File: src/core/smsp_pkg.sv
// package: constants, configuration carrier and state enum for the serial port
package smsp_pkg;
   localparam int         DATA_W         = 16;        // widest character
   localparam int         FIFO_DEPTH     = 16;        // words per fifo
   localparam int         PTR_W          = 4;         // fifo pointer width
   localparam int         CNT_W          = 9;         // timing counter width
   localparam int         SYNC_W         = 4;         // synchronised pins
   localparam int         SYN_SCLK       = 0;         // sync slot: serial clock
   localparam int         SYN_STE        = 1;         // sync slot: slave select (low)
   localparam int         SYN_SIMO       = 2;         // sync slot: master-out data
   localparam int         SYN_SOMI       = 3;         // sync slot: master-in data
   localparam int         ST_OVERRUN     = 0;         // status bit: receive overrun
   localparam int         ST_BUSY        = 1;         // status bit: word in flight
   localparam int         ST_TX_FULL     = 2;         // status bit: transmit side full
   localparam int         ST_RX_AVAIL    = 3;         // status bit: receive word waiting
   localparam logic [6:0] DIV_DIRECT_MIN = 7'h03;     // below this the clock is fixed
   localparam logic [7:0] PERIOD_FLOOR   = 8'h04;     // fixed period in peripheral clocks
   localparam logic [8:0] SEL_LEAD_TRIM  = 9'h003;    // system clocks cut from select lead
   localparam logic [4:0] DEPTH_ENH      = 5'h10;     // fifo limit, enhancement on
   localparam logic [4:0] DEPTH_BYPASS   = 5'h01;     // single-word buffer limit
   localparam logic [7:0] UPPER_BYTE     = 8'h00;     // upper status byte reads zero
   localparam logic [15:0] WORD_RST      = 16'h0000;  // shift and buffer reset value
   localparam logic [15:0] WORD_ONES     = 16'hFFFF;  // receive mask seed

   typedef struct packed {
      logic       master;        // operation_control master bit
      logic       phase;         // operation_control clock phase bit
      logic       polarity;      // character_config_control clock polarity
      logic       fifo_enh;      // fifo_enhance_enable
      logic [3:0] char_len;      // character length minus one
      logic [6:0] divider;       // bit_rate_divider
   } smsp_cfg_s;

   typedef enum logic [1:0] {SM_IDLE, SM_LEAD, SM_SHIFT, SM_TRAIL} smsp_state_e;
endpackage

File: src/core/smsp_port.sv
// serial port engine: master/slave shifter, clock divider and two word fifos
// Notes on behaviour
// - status reads low byte, upper byte zero
// - sixteen-word transmit and receive fifos
// - enhancement off bypasses fifos, single word
// - only master makes clock; slave follows
// - drive one edge, sample the opposite
// - phase set advances bits half cycle
// - full duplex: word out, word in
// - master bit set drives clock, select
// - period four, or divider plus one
// - polarity picks idle level and edges
// - software keeps serial clock under limits
// - even divider: longer half per phase
// - select leads first edge by set time
// - select released half period after end
// - master bit clear: clock, select inputs
// - character length one to sixteen bits
// - polarity and phase give four schemes
// - four lines: clock, two data, select
`timescale 1ns/1ps
module smsp_port (
   input  wire logic                 CLK_SYS,                   // system clock, 250 MHz
   input  wire logic                 RST_B,                     // async reset, low
   input  wire smsp_pkg::smsp_cfg_s  CFG,                       // mode and timing setup
   input  wire logic                 TX_VALID,                  // transmit word offered
   output logic                      TX_READY,                  // transmit side has room
   input  wire logic [15:0]          TX_DATA,                   // transmit word, msb first
   output logic                      RX_VALID,                  // received word waiting
   input  wire logic                 RX_READY,                  // consumer takes word
   output logic [15:0]               RX_DATA,                   // received word, right aligned
   input  wire logic                 OVR_CLR,                   // clears overrun flag
   output logic [15:0]               STATUS,                    // status word
   input  wire logic                 SERIAL_CLOCK_LINE_I,       // clock pin level
   output logic                      SERIAL_CLOCK_LINE_O,       // clock pin drive
   output logic                      SERIAL_CLOCK_LINE_OE,      // clock pin enable
   input  wire logic                 SLAVE_SELECT_LINE_N_I,     // select pin level
   output logic                      SLAVE_SELECT_LINE_N_O,     // select pin drive
   output logic                      SLAVE_SELECT_LINE_N_OE,    // select pin enable
   input  wire logic                 MASTER_OUT_DATA_LINE_I,    // master-out pin level
   output logic                      MASTER_OUT_DATA_LINE_O,    // master-out pin drive
   output logic                      MASTER_OUT_DATA_LINE_OE,   // master-out pin enable
   input  wire logic                 MASTER_IN_DATA_LINE_I,     // master-in pin level
   output logic                      MASTER_IN_DATA_LINE_O,     // master-in pin drive
   output logic                      MASTER_IN_DATA_LINE_OE     // master-in pin enable
);

   logic [1:0]  push, pop, full, empty;
   logic [15:0] din [2];
   logic [15:0] dout [2];
   logic [4:0]  fcnt [2];

   // two word fifos: slot 0 transmit, slot 1 receive
   genvar g;
   generate
      for (g = 0; g < 2; g++)
      begin : g_fifo
         logic [15:0] mem_q [smsp_pkg::FIFO_DEPTH];
         logic [15:0] mem_d [smsp_pkg::FIFO_DEPTH];
         logic [3:0]  wp_q, wp_d, rp_q, rp_d;
         logic [4:0]  cnt_q, cnt_d;
         always_comb
         begin
            mem_d = mem_q;
            wp_d  = wp_q;
            rp_d  = rp_q;
            if (push[g])
            begin
               mem_d[wp_q] = din[g];
               wp_d        = wp_q + 4'h1;
            end
            if (pop[g])
               rp_d = rp_q + 4'h1;
            cnt_d = cnt_q + {4'h0, push[g]} - {4'h0, pop[g]};
         end
         always_ff @(posedge CLK_SYS or negedge RST_B)
         begin
            if (!RST_B)
            begin
               for (int i = 0; i < smsp_pkg::FIFO_DEPTH; i++)
                  mem_q[i] <= smsp_pkg::WORD_RST;
               wp_q  <= 4'h0;
               rp_q  <= 4'h0;
               cnt_q <= 5'h00;
            end
            else
            begin
               mem_q <= mem_d;
               wp_q  <= wp_d;
               rp_q  <= rp_d;
               cnt_q <= cnt_d;
            end
         end
         // limit collapses to one word when enhancement is off
         assign full[g]  = cnt_q >= (CFG.fifo_enh ? smsp_pkg::DEPTH_ENH
                                                  : smsp_pkg::DEPTH_BYPASS);
         assign empty[g] = cnt_q == 5'h00;
         assign dout[g]  = mem_q[rp_q];
         assign fcnt[g]  = cnt_q;
      end
   endgenerate

   // pin synchronisers: change counts once stages two and three agree
   logic [3:0] s1_q, s2_q, s3_q, f_q, f_d, pin_in;
   assign pin_in = {MASTER_IN_DATA_LINE_I, MASTER_OUT_DATA_LINE_I,
                    SLAVE_SELECT_LINE_N_I, SERIAL_CLOCK_LINE_I};
   assign f_d = (~(s2_q ^ s3_q) & s3_q) | ((s2_q ^ s3_q) & f_q);
   always_ff @(posedge CLK_SYS or negedge RST_B)
   begin
      if (!RST_B)
      begin
         s1_q <= 4'h2;
         s2_q <= 4'h2;
         s3_q <= 4'h2;
         f_q  <= 4'h2;
      end
      else
      begin
         s1_q <= pin_in;
         s2_q <= s1_q;
         s3_q <= s2_q;
         f_q  <= f_d;
      end
   end

   // divider, half periods and select lead
   logic [7:0] per;
   logic [7:0] h_long, h_short;
   logic [8:0] lead_len;
   logic [15:0] rx_mask;
   assign per      = (CFG.divider < smsp_pkg::DIV_DIRECT_MIN) ? smsp_pkg::PERIOD_FLOOR
                     : {1'b0, CFG.divider} + 8'h01;
   assign h_long   = 8'((9'(per) + 9'h001) >> 1);
   assign h_short  = per >> 1;
   assign lead_len = CFG.phase ? {per, 1'b0} - smsp_pkg::SEL_LEAD_TRIM
                     : 9'(per) + 9'(h_short) - smsp_pkg::SEL_LEAD_TRIM;
   assign rx_mask  = smsp_pkg::WORD_ONES >> (4'hF - CFG.char_len);

   // shift engine state
   smsp_pkg::smsp_state_e state_q, state_d;
   logic [8:0]  cnt_q, cnt_d;
   logic [4:0]  edge_q, edge_d;
   logic [15:0] sh_q, sh_d;
   logic        out_q, out_d, sclk_q, sclk_d, ste_q, ste_d, done_q, done_d;
   logic        ovr_q, ovr_d, sclkp_q, selp_q, act_q, act_d;
   logic        sel, ev, last, smp, drv, in_bit, load_s, tx_pop;

   assign sel    = ~CFG.master & ~f_q[smsp_pkg::SYN_STE];
   assign ev     = CFG.master ? (state_q == smsp_pkg::SM_SHIFT && cnt_q == 9'h000)
                  : (sel & (f_q[smsp_pkg::SYN_SCLK] ^ sclkp_q));
   assign last   = edge_q == {CFG.char_len, 1'b1};
   assign smp    = ev & (edge_q[0] == CFG.phase);
   assign drv    = ev & (edge_q[0] != CFG.phase);
   assign in_bit = CFG.master ? f_q[smsp_pkg::SYN_SOMI] : f_q[smsp_pkg::SYN_SIMO];
   assign load_s = sel & (~selp_q | done_q) & ~empty[0];

   // next-state logic for the shifter and master sequencer
   always_comb
   begin
      state_d = state_q;
      cnt_d   = cnt_q;
      edge_d  = edge_q;
      sh_d    = sh_q;
      out_d   = out_q;
      sclk_d  = sclk_q;
      ste_d   = ste_q;
      done_d  = 1'b0;
      tx_pop  = 1'b0;
      act_d   = sel;
      if (ev)
      begin
         edge_d = last ? 5'h00 : edge_q + 5'h01;
         done_d = last;
         if (smp)
            sh_d = {sh_q[14:0], in_bit};
         if (drv)
            out_d = sh_q[15];
      end
      if (!CFG.master && !sel)
         edge_d = 5'h00;
      if (load_s)
      begin
         tx_pop = 1'b1;
         sh_d   = dout[0];
         out_d  = dout[0][15];
      end
      case (state_q)
         smsp_pkg::SM_IDLE:
         begin
            sclk_d = CFG.polarity;
            ste_d  = 1'b0;
            if (CFG.master && !empty[0])
            begin
               tx_pop  = 1'b1;
               sh_d    = dout[0];
               out_d   = dout[0][15];
               ste_d   = 1'b1;
               edge_d  = 5'h00;
               cnt_d   = lead_len - 9'h002;
               state_d = smsp_pkg::SM_LEAD;
            end
         end
         smsp_pkg::SM_LEAD:
         begin
            cnt_d = (cnt_q == 9'h000) ? 9'h000 : cnt_q - 9'h001;
            if (cnt_q == 9'h000)
               state_d = smsp_pkg::SM_SHIFT;
         end
         smsp_pkg::SM_SHIFT:
         begin
            cnt_d = cnt_q - 9'h001;
            if (ev)
            begin
               sclk_d = ~sclk_q;
               cnt_d  = 9'((edge_q[0] ^ CFG.phase) ? h_short : h_long) - 9'h001;
               if (last)
               begin
                  cnt_d   = 9'(h_long) - 9'h001;
                  state_d = smsp_pkg::SM_TRAIL;
               end
            end
         end
         smsp_pkg::SM_TRAIL:
         begin
            cnt_d = cnt_q - 9'h001;
            if (cnt_q == 9'h000)
            begin
               ste_d   = 1'b0;
               state_d = smsp_pkg::SM_IDLE;
            end
         end
         default:
            state_d = smsp_pkg::SM_IDLE;
      endcase
      ovr_d = (done_q & full[1]) | (ovr_q & ~OVR_CLR);
   end

   // engine registers
   always_ff @(posedge CLK_SYS or negedge RST_B)
   begin
      if (!RST_B)
      begin
         state_q <= smsp_pkg::SM_IDLE;
         cnt_q   <= 9'h000;
         edge_q  <= 5'h00;
         sh_q    <= smsp_pkg::WORD_RST;
         out_q   <= 1'b0;
         sclk_q  <= 1'b0;
         ste_q   <= 1'b0;
         done_q  <= 1'b0;
         ovr_q   <= 1'b0;
         sclkp_q <= 1'b0;
         selp_q  <= 1'b0;
         act_q   <= 1'b0;
      end
      else
      begin
         state_q <= state_d;
         cnt_q   <= cnt_d;
         edge_q  <= edge_d;
         sh_q    <= sh_d;
         out_q   <= out_d;
         sclk_q  <= sclk_d;
         ste_q   <= ste_d;
         done_q  <= done_d;
         ovr_q   <= ovr_d;
         sclkp_q <= f_q[smsp_pkg::SYN_SCLK];
         selp_q  <= sel;
         act_q   <= act_d;
      end
   end

   // fifo hookup: finished word goes to the receive side
   assign push[0]  = TX_VALID & ~full[0];
   assign TX_READY = ~full[0];
   assign din[0]   = TX_DATA;
   assign push[1]  = done_q & ~full[1];
   assign din[1]   = sh_q & rx_mask;
   assign pop      = {RX_READY & ~empty[1], tx_pop};
   assign RX_VALID = ~empty[1];
   assign RX_DATA  = dout[1];

   // pin drive: master owns clock, select, master-out; slave owns master-in
   assign SERIAL_CLOCK_LINE_O     = sclk_q;
   assign SERIAL_CLOCK_LINE_OE    = CFG.master;
   assign SLAVE_SELECT_LINE_N_O   = ~ste_q;
   assign SLAVE_SELECT_LINE_N_OE  = CFG.master;
   assign MASTER_OUT_DATA_LINE_O  = out_q;
   assign MASTER_OUT_DATA_LINE_OE = CFG.master;
   assign MASTER_IN_DATA_LINE_O   = out_q;
   assign MASTER_IN_DATA_LINE_OE  = ~CFG.master & act_q;

   // status word, upper byte fixed at zero
   assign STATUS = {smsp_pkg::UPPER_BYTE, 4'h0, RX_VALID, full[0],
                    (state_q != smsp_pkg::SM_IDLE) | (act_q & (edge_q != 5'h00)),
                    ovr_q};

   // helper: cycles since select went active in master mode
   logic [8:0] gap_q;
   always_ff @(posedge CLK_SYS or negedge RST_B)
   begin
      if (!RST_B)
         gap_q <= 9'h000;
      else
         gap_q <= (state_q == smsp_pkg::SM_IDLE) ? 9'h000 : gap_q + 9'h001;
   end
endmodule

File: config.mk
export PLATFORM = sky130hd
export DESIGN_NAME = smsp_port
export DESIGN_NICKNAME = d
export VERILOG_FILES = /design/src/core/smsp_pkg.sv /design/src/core/smsp_port.sv
export SDC_FILE = /design/constraint.sdc
export NUM_CORES = 1
export LEC_CHECK = 0
export BUFFER_PORTS_ARGS = -buffer_cell sky130_fd_sc_hd__buf_2
export CAP_MARGIN = 20
export CORE_MARGIN = 2
export CORE_UTILIZATION = 29
export CTS_BUF_LIST = sky130_fd_sc_hd__clkbuf_2
export DETAILED_ROUTE_END_ITERATION = 8
export PLACE_DENSITY = 0.5
export SYNTH_ARGS = -nofsm -noshare
export SYNTH_HDL_FRONTEND = slang
export SYNTH_SLANG_ARGS = --single-unit
File: constraint.sdc
create_clock -name CLK_SYS -period 3.6 [get_ports CLK_SYS]
set_clock_uncertainty 0.05 [all_clocks]
set_input_delay 0 -clock CLK_SYS [delete_from_list [all_inputs] [get_ports CLK_SYS]]
set_output_delay 0 -clock CLK_SYS [all_outputs]
set_load 0.02 [all_outputs]
Yosys cells after proc, flatten, opt, wreduce, memory -nomap -nowiden
Cells that the tools add are included.

operators by class
  add/subtract/negate cells = 19
  $lt $le $gt $ge = 9
  eq/ne operators = 11
  shifts and indexed selects = 1
  muxes and demuxes = 53
  bitwise operators = 38
  reduce and logical (&&, ||, !) cells = 19

operator list
  kind                   number
  $bwmux 256             2
  $mux 16                11
  $bmux 16 s4            2
  $demux 16 s4           2
  $mux 9                 5
  $pmux 9 s4             1
  $mux 5                 6
  $sub 9x2->9 const B    3
  $ge 5x5->1 const B     4
  $not 4->5              4
  $sub 8x1->9 const B    2
  $add 4x1->4 const B    4
  $and 16x16->16         1
  $mux 8                 2
  $shr 16x4->16 const A  1
  $mux 1                 14
  $and 1x1->1            13
  $add 5x1->5            2
  $ge 5x5->1             2
  $logic_not 5->1        2
  $lt 5x1->1 const B     2
  $mux 2                 5
  $ne 2x2->1 const B     5
  $not 1->1              10
  other kinds (29)       45

word-level totals
  register bits after elaboration = 593
  output and inout bits = 42

Logic depth before layout (Yosys ltp)
  word-level depth = 10
  gate-level depth with buffers = 18
  gate-level depth less buffers = 16

Worst setup path after synthesis
OpenSTA, ideal clock, no wires.

  path kind = input-to-reg
  start = in CFG[3] in the netlist's numbering
  end = reg cnt_q[8]
  setup time = 0.126 ns
  arrival time = 3.418 ns
  required time = 3.424 ns
  path slack = 0.006 ns
  cell stages on the path = 18
  path through = buf_6 > or4_4 > or3_1 > buf_2 > nand2_1 > inv_1 > ha_1 > ha_1 > ha_1 > a21oi_1 > nor2b_1 > a311o_1 > a21oi_1 > o22ai_1 > a211oi_2 > nor3_1 > o32ai_1 > nor2_1

between the ends
  longest elaborated chain between the ends = 8
  elaborated cells on any way between the ends = 16

ends and longest elaborated chain
  element                                            line                                source
  start, declared                                    smsp_port.sv:25                     input wire smsp_pkg::smsp_cfg_s CFG,
  $add 7x1->8 / $lt 7x2->1 (equally long branches)   smsp_port.sv:132, smsp_port.sv:131
  $mux 8 (*)                                         smsp_port.sv:131                    assign per = (CFG.divider < smsp_pkg::DIV_DIRECT_MIN) ? smsp_pkg::PERIOD_FLOOR
  $add 8x7->9 / $add 8x1->9 (equally long branches)  smsp_port.sv:136, smsp_port.sv:133
  $sub 9x2->9 / $mux 8 (equally long branches)       smsp_port.sv:136, smsp_port.sv:215
  $mux 9 / $sub 8x1->9 (equally long branches)       smsp_port.sv:135, smsp_port.sv:215
  $sub 9x2->9 / $mux 9 (equally long branches)       smsp_port.sv:199, smsp_port.sv:216
  $mux 9, on equally long branches                   smsp_port.sv:192, smsp_port.sv:212
  $pmux 9 s4 (*)                                     smsp_port.sv:187                    case (state_q)
  end signal, assigned                               smsp_port.sv:259                    cnt_q <= cnt_d;
  end, declared                                      smsp_port.sv:141                    logic [8:0] cnt_q, cnt_d;

Mark *: on every way between the ends. The rest lies on a longest branch, timed or not. The select of a mux whose other input is x is not followed.
A chain may end at the register's enable or synchronous reset.

Worst setup path in the final report
  start = reg g_fifo[1].rp_q[0]
  end = out RX_DATA[1]

between the ends
  longest elaborated chain between the ends = 4

ends and longest elaborated chain
  element                                      line             source
  start, declared                              smsp_port.sv:60  logic [3:0] wp_q, wp_d, rp_q, rp_d;
  start signal, assigned                       smsp_port.sv:90  rp_q <= rp_d;
  $not 4->5 (not written as such)              smsp_port.sv:98  assign dout[g] = mem_q[rp_q];
  $bmux 16 s4                                  smsp_port.sv:98
  $mux 16 (not written as such) (2 in series)  smsp_port.sv:98
  end, declared                                smsp_port.sv:31  output logic [15:0] RX_DATA,

Every way passes these cells. The select of a mux whose other input is x is not followed.

==> out/metrics.yaml <==
power_and_ir_drop:
  p_leak_nw: 15.1
  power.density_mw_per_mm2: 646
  ir_drop_mv: 0.328
timing:
  setup_viol: 0
  worst_slew_pin_slew_ns: 1.07
  finalCritPeriodShare_pct: 96.8
  fmax_mhz: 287
  fin_ws_ns: 0.116
  hold_viol_final: 0
  slew_violations: 0
  rsz0062_at_grt: "yes"
  layout_min_cycle_time_ns: 3.48
  slew_headroom_pct: 28.6
  tns_ns: 0
clocking:
  cts-root-buf: "clkbuf_2"
  cts.sinks: 593
  cts_inserted_buffers: 158
  h-tree-depth: 4
  clk_pin_slew_ns: 0.10
  insertion_delay_ns: 1.39
  clock_path_buffers: 3
  cts_tree: "yes"
global_route:
  track_usage_pct: 15.6
  grt_pass1_wl_mm: 120
  grt_max_degree: 114
  antenna_found_initial: 6
  first_global_vias: 20900
  overflow: 0
critical_path:
  cp-end-kind: "output port"
  cp-start-kind: "flop"
  rrSetupSlack_ns: 0.15
  cp.arrival_ns: 3.43
  worstPathMaxFanout: 6
  required_ns: 3.55
  critical_path_class: "flop to output port"
layout:
  design_area_mm2: 0.0333
  fillers: 9656
  fin_nets: 2646
  area_growth_pct: 17.8
  drive_above_1_share_pct: 33.8
synthesis:
  async_flop_share_pct: 100
  syn_inst: 2270
  syn_area_mm2: 0.0283
  ys_ff_latch: 593
  syn_avg_cell_area_um2: 12.5
  synth_top_area_share_pct: 52.1
  synth.most_common_cell: "dfrtp_1"
  yosysSeqAreaShare_pct: 52.5
  synth_area_leaders: "dfrtp_1, mux4_2, mux2_2, o21ai_0, nand2_1"
  synth_edf_count: 0
  yosys.cell_types.count: 76
  netlist_top_cells_count: "dfrtp_1, nand2_1, mux2_2, o21ai_0, mux4_2"
  yosysWarnings: 0
  synthFlopType: "dfrtp_1"
  netlist.top_cell.by_area: "dfrtp_1"
placed_design:
  io_buffers: 69
  dpl_cell_area_mm2: 0.0305
  dp_worst_setup_slack_ns: -0.0974
  gp_congestion: 0.829
  dp_hpwl_mm: 47.6
floorplan:
  die_y_um: 316
  dieArea_mm2: 0.100
  die_w_um: 316
  coreArea_mm2: 0.0967
  io_pins: 82
  start_util_pct: 29.2
  num_rows: 114
drt:
  drt-initial-drc-count: 1129
  wl_per_cell_um: 19.2
  drcViolationCount: 0
  dr.pass1.iters: 5
  vias_per_cell: 4.86
  vias: 19100
  drt-total-wl_mm: 75.6
  ant_nets: 0
outcome:
  status: "finished, final reports clean"
min_path:
  hold_path.class: "input port to flop"
run:
  drv_cap: 0
-- timing repair --
item                                    in CTS  in global routing
cloned                                       2                  0
hold buffers                               106                  0
pin swaps                                    0                  0
buffers inserted                             8                  0
hold endpoints to repair                  1157                  0
gates resized for setup                     42                 11
endpoints found under the setup margin      16                 11
-- area by class of cell --
class                      instances  area (um2)  share of cell area [%]
clock buffer                     230        1150                    3.46
antenna                            8        20.0                  0.0601
clock inverter                    34         245                   0.736
timing repair buffer             291        2700                    8.11
inverter                          57         214                   0.643
sequential                       593       14900                    44.6
tap                             1276        1600                    4.79
multi-input combinational       1444       12500                    37.6
-- registers in the layout (all words and copies together) (netlist names), 2 cells and up, named ones only --
| signal | cells |
|---|---|
| cnt_q | 9 |
| edge_q | 5 |
| g_fifo.cnt_q | 10 |
| g_fifo.mem_q | 512 |
| g_fifo.rp_q | 8 |
| g_fifo.wp_q | 8 |
| s1_q | 4 |
| s2_q | 4 |
| s3_q | 4 |
| sh_q | 16 |
| state_q | 2 |
-- kinds of logic after synthesis --
| logic type | count (synthesis) | share of synthesized area, % |
|---|---|---|
| buf+inv | 244 | 3.52 |
| other cells | 1 | 0.0133 |
| xor+xnor | 61 | 1.94 |
| simple gates | 481 | 7.32 |
| fa+ha+maj | 65 | 2.92 |
| compound gates | 368 | 7.28 |
| mux | 457 | 24.5 |
| flops | 593 | 52.5 |
-- stage by stage --
step	total power, mW	hold WS, ns	cells	utilization (%)
2_1_floorplan	14.2	-0.346	2281	-
3_3_place_gp	16.2	0.0581	3545	31.5
3_5_place_dp	16.5	0.0599	3547	31.5
4_1_cts	21.9	0.00861	3927	34.4
5_1_grt	23.0	0.0593	3932	34.4
6_report	21.5	0.0858	3933	34.4
-- critical path, stage by stage, from the launching register on --
cell and delay [ns]:
dfrtp_4 0.46, buf_12 0.16, buf_12 0.15, mux4_2 0.52
mux4_2 0.58, buf_6 0.17
-- worst paths after layout --
path,start,end,depth (start not counted)
max in group asynchronous,RST_B,g_fifo[1].mem_q[22]$_DFFE_PN0P_,6
worst min register to register,s1_q[3]$_DFF_PN0_,s2_q[3]$_DFF_PN0_,0
min in group asynchronous,RST_B,g_fifo[1].mem_q[82]$_DFFE_PN0P_,5
worst max-delay path,g_fifo[1].rp_q[0]$_DFFE_PN0P_,RX_DATA[1],5
worst min-delay path,CFG[2],cnt_q[0]$_DFFE_PN0N_,7
worst max register to register,cnt_q[0]$_DFFE_PN0N_,cnt_q[1]$_DFFE_PN0N_,10
-- placed cells by master, fill, tap and decap left out, types with 5 or more instances in the layout --
cell / count
inv_1: 55
mux4_2: 160
buf_12: 18
nand3_1: 31
buf_2: 56
and2_1: 10
dlygate4sd3_1: 102
o31ai_1: 5
and3_1: 6
nor2b_1: 7
xor2_1: 27
clkinv_1: 19
buf_4: 93
nand2_1: 319
o22ai_1: 5
xnor2_1: 33
ha_1: 58
o21ai_0: 269
conb_1: 12
nor3_1: 5
dfrtp_1: 585
buf_6: 13
a21o_1: 6
clkinvlp_4: 5
nor2_1: 56
clkbuf_2: 230
mux2_2: 273
or3_1: 7
nand4_1: 15
diode_2: 8
buf_16: 5
a21oi_1: 30
mux2i_1: 24
-- per-layer routing --
metal	up-vias	global-route usage (%)	routed length [um]
li1	8728	-	-
met1	9793	19.3	32300
met2	425	26.5	37500
met3	171	3.31	3360
met4	4	6.79	2360
met5	-	0	28
-- report_power, final --
part / total [mW] / leakage, nW / internal, mW / switching [mW]
combinational: 7.58 / 6.15 / 4.04 / 3.53
sequential: 9.18 / 7.91 / 8.14 / 1.04
clock: 4.76 / 1.06 / 1.92 / 2.84
total: 21.5 / 15.1 / 14.1 / 7.41
Power figures use the tool's default switching activity.
